<file path="config.mk">
export PLATFORM = sky130hd
export DESIGN_NAME = gbc_top
export DESIGN_NICKNAME = d
export VERILOG_FILES = /design/src/include/gbc_pkg.sv /design/src/hw/gbc_gain.sv /design/src/hw/gbc_top.sv
export VERILOG_INCLUDE_DIRS = /design/src /design/src/include
export SDC_FILE = /design/constraint.sdc
export NUM_CORES = 1
export LEC_CHECK = 0
export BUFFER_PORTS_ARGS = -buffer_cell sky130_fd_sc_hd__buf_2
export CAP_MARGIN = 20
export CORE_AREA = 4 4 240 242
export DETAILED_ROUTE_END_ITERATION = 16
export DIE_AREA = 0 0 244 246
export SYNTH_ARGS = -nofsm -noshare
export SYNTH_HDL_FRONTEND = slang
export SYNTH_SLANG_ARGS = --single-unit
</file>
<file path="constraint.sdc">
create_clock -name i_ref_clk -period 7.2 [get_ports i_ref_clk]
set_input_delay 0.72 -clock i_ref_clk [delete_from_list [all_inputs] [get_ports i_ref_clk]]
set_output_delay 0.72 -clock i_ref_clk [all_outputs]
set_load 0.02 [all_outputs]
</file>
<file path="src/include/gbc_regs.svh">
`ifndef GBC_REGS_SVH
`define GBC_REGS_SVH

// Page codes of the configuration port
`define GBC_PG_GAIN_A    24'h610005
`define GBC_PG_GAIN_B    24'h610105
`define GBC_PG_MAIN_A    24'h680000
`define GBC_PG_MAIN_B    24'h680100

// Register addresses inside a page
`define GBC_ADR_RST      12'h000
`define GBC_ADR_BAND     12'h0A2
`define GBC_ADR_GAIN     12'h0A6

// Field positions and reset values
`define GBC_RST_BIT      0
`define GBC_BAND_EN_BIT  3
`define GBC_RST_VAL      1'h0
`define GBC_NIB_VAL      4'h0
`define GBC_BYTE_VAL     8'h00
`define GBC_HOT_NONE     4'h0

// Gain scaling: coefficient is Q.12, codes above GAIN_MAX fall back to unity
`define GBC_GAIN_MAX     4'hB
`define GBC_Q_SHIFT      12
`define GBC_COEF_0DB     16'h1000
`define GBC_COEF_1DB     16'h11F4
`define GBC_COEF_2DB     16'h1425
`define GBC_COEF_3DB     16'h169A
`define GBC_COEF_4DB     16'h195C
`define GBC_COEF_5DB     16'h1C74
`define GBC_COEF_6DB     16'h1FED
`define GBC_COEF_7DB     16'h23D2
`define GBC_COEF_8DB     16'h2831
`define GBC_COEF_9DB     16'h2D18
`define GBC_COEF_10DB    16'h3299
`define GBC_COEF_11DB    16'h38C5

// Saturation limits of a 14-bit signed sample
`define GBC_SAT_MAX      14'h1FFF
`define GBC_SAT_MIN      14'h2000
`define GBC_SAMP_ZERO    14'h0000

`endif

</file>
<file path="src/include/gbc_pkg.sv">
package gbc_pkg;

    typedef logic signed [13:0] gbc_samp_t;   // Converter sample
    typedef logic        [3:0]  gbc_gain_t;   // Gain step code
    typedef logic        [3:0]  gbc_band_t;   // Enable bit plus band code

    // Sampling bands for the analog correction loop
    typedef enum logic [2:0] {
        GBC_BAND_1ST,
        GBC_BAND_2ND,
        GBC_BAND_3RD,
        GBC_BAND_4TH
    } gbc_band_e;

endpackage : gbc_pkg

</file>
<file path="src/hw/gbc_gain.sv">
`timescale 1ns/10ps
`include "gbc_regs.svh"

module gbc_gain (
    input  wire logic              i_ref_clk, // Digital clock
    input  wire logic              i_rst_n,   // Synchronous reset, active low
    input  wire logic              i_clr,     // Core reset pulse
    input  wire gbc_pkg::gbc_gain_t i_gain,   // Gain step code
    input  wire logic              i_valid,   // Sample valid
    input  wire gbc_pkg::gbc_samp_t i_sample, // Sample in
    output logic                   o_valid,   // Scaled sample valid
    output gbc_pkg::gbc_samp_t     o_sample   // Scaled sample out
);

    logic signed [15:0] coef;        // Q.12 coefficient
    logic signed [29:0] product;     // Full product
    logic signed [17:0] scaled;      // Product after the shift
    gbc_pkg::gbc_samp_t sat;         // Saturated value
    logic               valid_reg;   // Output valid flop
    gbc_pkg::gbc_samp_t sample_reg;  // Output sample flop

    // Coefficient lookup; unsupported codes give unity so data never explodes
    always_comb begin
        unique case (i_gain)
            4'h1:    coef = `GBC_COEF_1DB;  // [RULE1]
            4'h2:    coef = `GBC_COEF_2DB;
            4'h3:    coef = `GBC_COEF_3DB;
            4'h4:    coef = `GBC_COEF_4DB;
            4'h5:    coef = `GBC_COEF_5DB;
            4'h6:    coef = `GBC_COEF_6DB;
            4'h7:    coef = `GBC_COEF_7DB;
            4'h8:    coef = `GBC_COEF_8DB;
            4'h9:    coef = `GBC_COEF_9DB;
            4'hA:    coef = `GBC_COEF_10DB;
            4'hB:    coef = `GBC_COEF_11DB; // [RULE1]
            default: coef = `GBC_COEF_0DB;
        endcase
    end

    // Scale and saturate; the signed 16-bit coefficient has room up to 16'h7FFF, about 18 dB
    assign product = i_sample * coef;                                 // [RULE1]
    assign scaled  = product[29:`GBC_Q_SHIFT];
    assign sat     = (scaled > $signed({4'h0, `GBC_SAT_MAX})) ? `GBC_SAT_MAX :
                     (scaled < $signed({4'hF, `GBC_SAT_MIN})) ? `GBC_SAT_MIN :
                     scaled[13:0];

    // Output stage, flushed by the core reset
    always_ff @(posedge i_ref_clk) begin
        if (!i_rst_n || i_clr) begin
            valid_reg  <= 1'b0;
            sample_reg <= `GBC_SAMP_ZERO;
        end else begin
            valid_reg  <= i_valid;
            sample_reg <= sat;
        end
    end

    assign o_valid  = valid_reg;
    assign o_sample = sample_reg;

    property p_unity_pass;
        @(posedge i_ref_clk) disable iff (!i_rst_n)
        (i_valid && !i_clr && i_gain == `GBC_NIB_VAL) |=> (o_sample == $past(i_sample));
    endproperty
    a_unity_pass: assert property (p_unity_pass) // [RULE1]
        else $error("Zero gain code altered the sample");

    property p_gain_max;
        @(posedge i_ref_clk) disable iff (!i_rst_n)
        (!i_clr && i_gain == `GBC_GAIN_MAX && i_sample == 14'h0100) |=> (o_sample == 14'h038C);
    endproperty
    a_gain_max: assert property (p_gain_max) // [RULE1]
        else $error("Top gain code did not give 11 dB");

endmodule : gbc_gain

</file>
<file path="src/hw/gbc_top.sv">
`timescale 1ns/10ps
`include "gbc_regs.svh"

// What this block does
// [RULE1] Scale samples by 0 to 11 dB steps
// [RULE2] Reset bit pulse 0-1-0 resets whole core
// [RULE3] Band settings apply only on core reset
// [RULE4] Band honoured only while enable bit set
// [RULE5] Software sets enable before band code
// [RULE6] Band codes 000 to 011 select bands 1-4
// [RULE7] Each channel has its own gain register
// [RULE8] Reserved bits ignored, read back as zero
module gbc_top (
    input  wire logic              i_ref_clk,   // Digital clock, 250 MHz
    input  wire logic              i_rst_n,     // Synchronous reset, active low
    input  wire logic              i_cfg_wr,    // Config write strobe
    input  wire logic              i_cfg_rd,    // Config read strobe
    input  wire logic [23:0]       i_cfg_page,  // Config page
    input  wire logic [11:0]       i_cfg_addr,  // Register address
    input  wire logic [7:0]        i_cfg_wdata, // Write data
    output logic      [7:0]        o_cfg_rdata, // Read data, registered
    input  wire logic              i_samp_vld,  // Sample valid, both channels
    input  wire gbc_pkg::gbc_samp_t i_samp_a,   // Channel A sample
    input  wire gbc_pkg::gbc_samp_t i_samp_b,   // Channel B sample
    output logic                   o_data_vld,  // Scaled data valid
    output gbc_pkg::gbc_samp_t     o_data_a,    // Channel A to downconverter
    output gbc_pkg::gbc_samp_t     o_data_b,    // Channel B to downconverter
    output logic                   o_core_rst,  // Core reset pulse, one cycle
    output logic      [3:0]        o_band_a,    // Channel A band, one-hot
    output logic      [3:0]        o_band_b     // Channel B band, one-hot
);

    logic               rst_bit_reg  [2];   // Stored reset bit per page
    gbc_pkg::gbc_band_t band_reg     [2];   // Written band fields
    gbc_pkg::gbc_band_t band_app_reg [2];   // Applied band fields
    gbc_pkg::gbc_gain_t gain_reg     [2];   // Gain code per channel
    logic [3:0]         band_hot     [2];   // Decoded band
    logic [7:0]         rd_part      [2];   // Read contribution per channel
    logic [1:0]         sel_rst;            // Reset register hit
    logic [1:0]         sel_band;           // Band register hit
    logic [1:0]         sel_gain;           // Gain register hit
    logic [1:0]         clear_evt;          // Falling edge of reset bit
    logic [1:0]         vld_ch;             // Per-channel valid
    gbc_pkg::gbc_samp_t samp_in  [2];       // Samples in
    gbc_pkg::gbc_samp_t samp_out [2];       // Samples out
    logic               core_rst_reg;       // Core reset pulse flop
    logic [7:0]         rdata_reg;          // Read data flop
    logic [7:0]         rdata_next;         // Read data next

    assign samp_in[0] = i_samp_a;
    assign samp_in[1] = i_samp_b;

    genvar ch;
    generate
        for (ch = 0; ch < 2; ch = ch + 1) begin : g_ch
            wire [23:0] main_pg = (ch == 0) ? `GBC_PG_MAIN_A : `GBC_PG_MAIN_B;
            wire [23:0] gain_pg = (ch == 0) ? `GBC_PG_GAIN_A : `GBC_PG_GAIN_B;

            // Page and address decode
            assign sel_rst[ch]  = (i_cfg_page == main_pg) && (i_cfg_addr == `GBC_ADR_RST);
            assign sel_band[ch] = (i_cfg_page == main_pg) && (i_cfg_addr == `GBC_ADR_BAND);
            assign sel_gain[ch] = (i_cfg_page == gain_pg)
                                  && (i_cfg_addr == `GBC_ADR_GAIN);              // [RULE7]

            // A 1 being cleared to 0 completes the 0-1-0 pulse
            assign clear_evt[ch] = i_cfg_wr && sel_rst[ch] && rst_bit_reg[ch]
                                   && !i_cfg_wdata[`GBC_RST_BIT];                // [RULE2]

            // Stored fields; reserved upper bits are simply not kept
            always_ff @(posedge i_ref_clk) begin
                if (!i_rst_n) begin
                    rst_bit_reg[ch] <= `GBC_RST_VAL;
                    band_reg[ch]    <= `GBC_NIB_VAL;
                    gain_reg[ch]    <= `GBC_NIB_VAL;
                end else if (i_cfg_wr) begin
                    if (sel_rst[ch]) begin
                        rst_bit_reg[ch] <= i_cfg_wdata[`GBC_RST_BIT];
                    end
                    if (sel_band[ch]) begin
                        band_reg[ch] <= i_cfg_wdata[3:0];                        // [RULE8]
                    end
                    if (sel_gain[ch]) begin
                        gain_reg[ch] <= i_cfg_wdata[3:0];                        // [RULE7]
                    end
                end
            end

            // Applied copy follows the written one only on the core reset
            always_ff @(posedge i_ref_clk) begin
                if (!i_rst_n) begin
                    band_app_reg[ch] <= `GBC_NIB_VAL;
                end else if (core_rst_reg) begin
                    band_app_reg[ch] <= band_reg[ch];                            // [RULE3]
                end
            end

            // Band decode, silent while the enable bit is clear or code is 1xx
            assign band_hot[ch] = !band_app_reg[ch][`GBC_BAND_EN_BIT] ? `GBC_HOT_NONE : // [RULE4]
                                  band_app_reg[ch][2] ? `GBC_HOT_NONE :
                                  (4'h1 << band_app_reg[ch][1:0]);               // [RULE6]

            // Readback of the stored fields, reserved bits as zero
            assign rd_part[ch] = (sel_rst[ch]  ? {7'h00, rst_bit_reg[ch]} : `GBC_BYTE_VAL)
                               | (sel_band[ch] ? {4'h0, band_reg[ch]}     : `GBC_BYTE_VAL)
                               | (sel_gain[ch] ? {4'h0, gain_reg[ch]} : `GBC_BYTE_VAL); // [RULE8]

            // Pre-downconverter gain of this channel only
            gbc_gain u_gain (
                .i_ref_clk (i_ref_clk),
                .i_rst_n   (i_rst_n),
                .i_clr     (core_rst_reg),
                .i_gain    (gain_reg[ch]),
                .i_valid   (i_samp_vld),
                .i_sample  (samp_in[ch]),
                .o_valid   (vld_ch[ch]),
                .o_sample  (samp_out[ch])
            );                                                                   // [RULE1]
        end
    endgenerate

    // Unmapped reads return zero
    assign rdata_next = rd_part[0] | rd_part[1];

    // Core reset pulse and read data; either page's bit resets both channels
    always_ff @(posedge i_ref_clk) begin
        if (!i_rst_n) begin
            core_rst_reg <= 1'b0;
            rdata_reg    <= `GBC_BYTE_VAL;
        end else begin
            core_rst_reg <= |clear_evt;                                          // [RULE2]
            if (i_cfg_rd) begin
                rdata_reg <= rdata_next;
            end
        end
    end

    assign o_cfg_rdata = rdata_reg;
    assign o_core_rst  = core_rst_reg;
    // Both channels share one valid, so the merged flag only ever sees matching bits
    assign o_data_vld  = &vld_ch;
    assign o_data_a    = samp_out[0];
    assign o_data_b    = samp_out[1];
    assign o_band_a    = band_hot[0];
    assign o_band_b    = band_hot[1];

    property p_pulse_follows_clear;
        @(posedge i_ref_clk) disable iff (!i_rst_n)
        (|clear_evt) |=> o_core_rst ##1 !o_core_rst || (|$past(clear_evt));
    endproperty
    a_pulse_follows_clear: assert property (p_pulse_follows_clear) // [RULE2]
        else $error("Core reset pulse missing after reset bit cleared");

    property p_pulse_has_cause;
        @(posedge i_ref_clk) disable iff (!i_rst_n)
        o_core_rst |-> $past(|clear_evt);
    endproperty
    a_pulse_has_cause: assert property (p_pulse_has_cause) // [RULE2]
        else $error("Core reset pulse without a 0-1-0 sequence");

    property p_band_hold;
        @(posedge i_ref_clk) disable iff (!i_rst_n)
        !o_core_rst |=> $stable(band_app_reg[0]) && $stable(band_app_reg[1]);
    endproperty
    a_band_hold: assert property (p_band_hold) // [RULE3]
        else $error("Applied band changed without core reset");

    property p_band_apply;
        @(posedge i_ref_clk) disable iff (!i_rst_n)
        o_core_rst |=> band_app_reg[1] == $past(band_reg[1]);
    endproperty
    a_band_apply: assert property (p_band_apply) // [RULE3]
        else $error("Written band not applied on core reset");

    property p_band_disabled;
        @(posedge i_ref_clk) disable iff (!i_rst_n)
        !band_app_reg[0][`GBC_BAND_EN_BIT] |-> o_band_a == `GBC_HOT_NONE;
    endproperty
    a_band_disabled: assert property (p_band_disabled) // [RULE4]
        else $error("Band output active while enable clear");

    property p_band_decode;
        @(posedge i_ref_clk) disable iff (!i_rst_n)
        (band_app_reg[1] == 4'hB) |-> o_band_b == 4'h8;
    endproperty
    a_band_decode: assert property (p_band_decode) // [RULE6]
        else $error("Code 011 did not select the fourth band");

    property p_gain_isolated;
        @(posedge i_ref_clk) disable iff (!i_rst_n)
        (i_cfg_wr && sel_gain[0]) |=> $stable(gain_reg[1])
            && gain_reg[0] == $past(i_cfg_wdata[3:0]);
    endproperty
    a_gain_isolated: assert property (p_gain_isolated) // [RULE7]
        else $error("Channel A gain write touched channel B");

    property p_reserved_zero;
        @(posedge i_ref_clk) disable iff (!i_rst_n)
        i_cfg_rd |=> o_cfg_rdata[7:4] == 4'h0;
    endproperty
    a_reserved_zero: assert property (p_reserved_zero) // [RULE8]
        else $error("Reserved read bits not zero");

endmodule : gbc_top

</file>
Word-level counts from Yosys, hierarchy flattened
Memory sizes are Yosys's and may differ from the RTL's.
Index checks and enable logic that the tools add are counted.
- bits in registers: 38
- bits in writable memories: 26
- ROM bits: 448
- bits of input ports: 77
- output and inout bits: 46
- logic and storage cells: 109
- memories kept: 6
- $mul: 2
- magnitude comparators: 4
- eq/ne operators: 6
- shift-type cells: 2
- multiplexer cells: 50
- bitwise operators: 13
- reduce and logical (&&, ||, !) cells: 19
- memory list (name ; words ; bits a word ; read ports ; clocked after Yosys merged registers in ; wr ports ; RTL line ; source):
    (name not given) ; 16 ; 14 ; 1 ; 0 ; 0 ; gbc_gain.sv:24 ; unique case (i_gain)
    (name not given) ; 16 ; 14 ; 1 ; 0 ; 0 ; gbc_gain.sv:24 ;
    band_app_reg ; 2 ; 4 ; 2 ; 0 ; 2 ; gbc_top.sv:35 ; gbc_pkg::gbc_band_t band_app_reg [2];
    band_reg ; 2 ; 4 ; 2 ; 0 ; 2 ; gbc_top.sv:34 ; gbc_pkg::gbc_band_t band_reg [2];
    gain_reg ; 2 ; 4 ; 2 ; 0 ; 2 ; gbc_top.sv:36 ; gbc_pkg::gbc_gain_t gain_reg [2];
    rst_bit_reg ; 2 ; 1 ; 2 ; 0 ; 2 ; gbc_top.sv:33 ; logic rst_bit_reg [2];
- operators by type and width (kind ; count):
    $eq 24x23->1 const B ; 4
    $mul 14x16->30 ; 2
    $mux 4 ; 14
    $gt 18x14->1 const B ; 2
    $lt 18x14->1 const B ; 2
    $mux 1 ; 32
    $mux 14 ; 2
    $mux 13 ; 2
    $eq 12x8->1 const B ; 2
    $logic_and 1x1->1 ; 12
    $logic_not 12->1 ; 1
    $or 4x4->4 ; 3
    $or 1x1->1 ; 8
    $or 1x4->4 ; 2
    $shl 1x2->4 const A ; 2
    $reduce_or 2->1 ; 3
    $logic_not 1->1 ; 2
    $logic_or 1x1->1 ; 1

Longest topological paths before layout
- word-level depth: 7
- mapped depth: 30
- gate-level depth less buffers: 28

By module
A second synthesis with hierarchy kept.
- cell total of the unflattened synthesis: 1815
- area, all modules: 16477.1 µm²
- modules (own cells, without submodules) (module ; instances ; cells each ; area each (µm²) ; seq. area each (µm²)):
    gbc_gain at g_ch[0].u_gain ; 1 ; 839 ; 7445.9 ; 300.3
    gbc_gain at g_ch[1].u_gain ; 1 ; 832 ; 7423.4 ; 300.3
    gbc_top ; 1 ; 144 ; 1607.8 ; 870.8

Least setup slack after synthesis
No wires, ideal clock.
- path kind: register to register
- start: memory gain_reg[0][1] in the netlist's numbering
- end: register g_ch[0].u_gain.sample_reg[10]
- setup time: 0.058 ns
- arrival: 7.138 ns
- required time: 7.142 ns
- slack: 0.005 ns
- cell stages (with the launch flop): 30
- path buffers: 2
- period minus slack after synthesis: 7.195 ns
- cell sequence: edfxtp_1 inv_1 ha_1 nor2b_1 a21o_1 clkbuf_1 and2_1 fa_1 inv_1 fa_1 inv_1 fa_1 inv_1 fa_1 inv_1 fa_1 inv_1 fa_1 inv_1 ha_1 and3_1 and3_1 a211oi_2 o31ai_2 a21o_1 a311o_1 or4_4 a21oi_4 buf_6 o21a_1
- RTL lines (item ; RTL line ; source):
    from (decl) ; gbc_top.sv:36 ;
    to (signal assigned) ; gbc_gain.sv:51 ; sample_reg <= `GBC_SAMP_ZERO;
    to (signal assigned) ; gbc_gain.sv:54 ; sample_reg <= sat;
    to (decl) ; gbc_gain.sv:20 ; gbc_pkg::gbc_samp_t sample_reg;

==> results.toml <==
[status]
run_status = "complete, but fails checks"
failed_checks = "setup timing"

[yosys]
ys_warn_count = 0
synth-edff-count = 25
avgSynthCellArea_um2 = 8.87
synthCells = 1867
synth_top_family_by_area = "adder cells"
synth-simple-area-share = 0.192
synthMuxAreaShare = 0.00748
post_synth_xor_area_fraction = 0.0174
synthTopCellsByArea = "fa_1, ha_1, inv_1"
synthFlopType = "dfxtp_1"
synth_cell_types = 65
synthAdderAreaFrac = 0.516
ys_ff_latch = 60
synth_largest_area_cell = "fa_1"
async_reset_ff_frac = 0
yosysSeqAreaShare = 0.0876
synth_compound_area_frac = 0.0790
syn_area_mm2 = 0.0166
synthDominantCellAreaShare = 0.341

[final_layout]
most-common-layout-cells = "inv_1, fa_1, ha_1"
nets = 2720
layout_commonest_cell = "inv_1"
area_growth_pct = 25.2
num_antenna_cells = 0
fill_cells = 5544
final_layout_size_suffix_gt1_frac = 0.243
multi_input_area_mm2 = 0.0144
layoutNonFillerInstCount = 2882
utilization = 0.376
regArea_mm2 = 0.00145
final_cell_area_mm2 = 0.0207
largest_reg_flops = 28

[clock_tree]
cts_num_sinks = 60
path_clk_slew_ns = 0.06
numCtsBuffers = 9
insertion_delay_ns = 0.35
cts_root_buf = "clkbuf_16"
cts_tree = "built"
clk_path_buf_depth = 2
cts_max_level = 3

[global_route]
antenna_found_initial = 3
grt.overflow.total = 0
grt_start_max_net_pins = 25
gr-usage-all-layers = 0.144
grt_pass1_vias = 14400
grt_pass1_wl_mm = 71.2

[timing]
finClkSkew_ns = 0.00805
fin_crit_ns = 7.23
worst_pin_slew_ns = 1.03
hold_viol_final = 0
slew_violations = 0
fmax_mhz = 138
setup_violations = 10
fin_crit_sh = 1.00
worst_slack_ns = -0.0319
rsz0062_at_grt = "true"
slew_headroom = 0.308

[routing]
via_count = 13700
drtPass1Iterations = 5
vias_per_cell = 4.74
drc = 0
finalWirelength_mm = 44.5
routedWlPerCell_um = 15.4
drt.antenna.violating_nets = 0
drt_iter0_markers = 582

[floorplanning]
start_util = 0.301
fp.dieW_um = 244
core_mm2 = 0.0551
num_rows = 86
die_area_mm2 = 0.0600
die_h_um = 246
io-pin-count = 123

[critical_path]
max_stage_delay_ns = 0.58
cp_num_buf_inv = 6
ff2ff_path_depth = 27
reg2reg_from = "gain_reg[0][0]"
crit_top_cell = "fa_1"
cp.required_ns = 7.49
cp_max_fo = 6
cp_top_family = "adder cells"
path_class = "flip-flop to flip-flop"
regToRegEndpoint = "g_ch[0].u_gain.o_sample[2]"
rrSetupSlack_ns = -0.03
cp_slowest_cell = "fa_1"
cp_data_arrival_time_ns = 7.52
setup.worst_path.start_class = "flip-flop"
end_kind = "flip-flop"

[power_and_ir_drop]
cell_internal_pwr_uw = 4580
clockPowerShare = 0.046
p_leak_uw = 0.0104
comb_power_share = 0.905
p_sw_uw = 4560
switching_share = 0.499
irDropWorstVdd_mv = 0.581
pwr-share-seq = 0.049
power.density_mw_per_mm2 = 440

[place]
port_buffers = 114
dp.cells = 2805
place.gp.congestion = 0.863
hpwlAfterDp_mm = 35.6
placed_area_mm2 = 0.0189
pre_cts_slack_ns = -0.536

[hold_path]
holdCritStartpoint = "o_cfg_rdata[3]"
min_to = "o_cfg_rdata[3]"
hold_depth = 1
worstHoldPathType = "flip-flop to flip-flop"

[job]
cap_violations = 0
## routing by layer
metal	share of wire	vias to the layer above	global-route usage
met2	0.51	278	0.257
met5	0.00047	-	0
met4	0.018	4	0.0319
met3	0.047	59	0.0184
met1	0.43	6926	0.186
li1	-	6391	-
## what timing repair did
| action | in CTS | in global routing |
|---|---|---|
| hold buffers | 0 | 0 |
| resized for setup | 51 | 200 |
| buffers inserted | 17 | 44 |
| setup endpoints to repair | 26 | 27 |
| cloned | 1 | 5 |
| pin swaps | 22 | 100 |
## final cells by class
class / count / area share
inverters: 358 / 0.0650
flip-flops and latches: 60 / 0.0700
multi-input cells: 1377 / 0.693
clock buffers: 9 / 0.0109
well taps: 748 / 0.0451
clock inverters: 7 / 0.00278
repair buffers: 323 / 0.113
## worst register-to-register path: stages (launching register included)
cell	delay [ns]
edfxtp_1	0.43
inv_2	0.12
ha_4	0.21
nor2b_4	0.14
a21oi_2	0.14
o22ai_2	0.11
buf_4	0.15
buf_2	0.14
and2_1	0.18
fa_1	0.58
fa_1	0.45
fa_1	0.52
fa_1	0.43
fa_1	0.55
fa_1	0.44
ha_1	0.33
nand4_1	0.15
buf_4	0.17
nor4_4	0.24
a311oi_4	0.18
a21bo_1	0.25
buf_6	0.13
a21oi_4	0.16
nor4_4	0.06
or4_4	0.50
a21oi_4	0.16
buf_6	0.14
o21a_1	0.14
## cells by family (layout without fill, tap and decap cells)
kind of cell	after synthesis	in the layout
XOR/XNOR	33	33
flip-flops	60	60
other	1	4
multiplexers	12	12
adder cells (fa/ha/maj)	514	514
AND/OR/NAND/NOR	613	614
buffers and inverters	434	697
AO/OA/AOI/OAI	200	200
## synth_stat cells (all sizes together) (5+ instances only)
library cell  instances
a211oi               14
a21o                 14
a21oi                55
a311oi                5
a31oi                 6
and2                211
and3                 18
buf                  10
clkbuf               66
dfxtp                35
edfxtp               25
fa                  282
ha                  232
inv                 358
mux2i                 9
nand2               209
nand2b               11
nand3                 8
nand4                13
nor2                 70
nor2b                15
nor3                 11
nor4                 12
o211ai                5
o21a                 27
o21ai                40
o22ai                 7
or2                  11
xnor2                12
xor2                 21
## how the worst max path moves through the flow
stage / endpoint / cells after the start / slack [ns] / from
2_1_floorplan: g_ch[0].u_gain.o_sample[10] / 29 / 0.005 / gain_reg[0][1]
6_report: g_ch[0].u_gain.o_sample[2] / 27 / -0.03 / gain_reg[0][0]
3_3_place_gp: g_ch[0].u_gain.o_sample[10] / 28 / -0.34 / gain_reg[0][1]
4_1_cts: g_ch[0].u_gain.o_sample[2] / 30 / 0.002 / gain_reg[0][0]
5_1_grt: g_ch[0].u_gain.o_sample[6] / 29 / -0.23 / gain_reg[0][0]
3_5_place_dp: g_ch[0].u_gain.o_sample[2] / 24 / -0.54 / gain_reg[0][1]
## through the flow
stage,total power [uW],setup TNS (ns),hold slack (ns)
3_3_place_gp,7190,-6.86,0.474
6_report,9130,-0.0848,0.486
4_1_cts,8190,0,0.488
3_5_place_dp,7280,-10.32,0.473
5_1_grt,10100,-4.08,0.505
2_1_floorplan,5010,0,0.480
## power groups by stage
stage / sequential, uW / combinational (uW) / clock (uW)
CTS: 444 / 7320 / 429
global route: 451 / 9220 / 447
finish: 445 / 8270 / 418
floorplan: 512 / 4500 / 0
global placement: 451 / 6740 / 0
detailed placement: 448 / 6830 / 0
(Power assumes the default switching activity.)
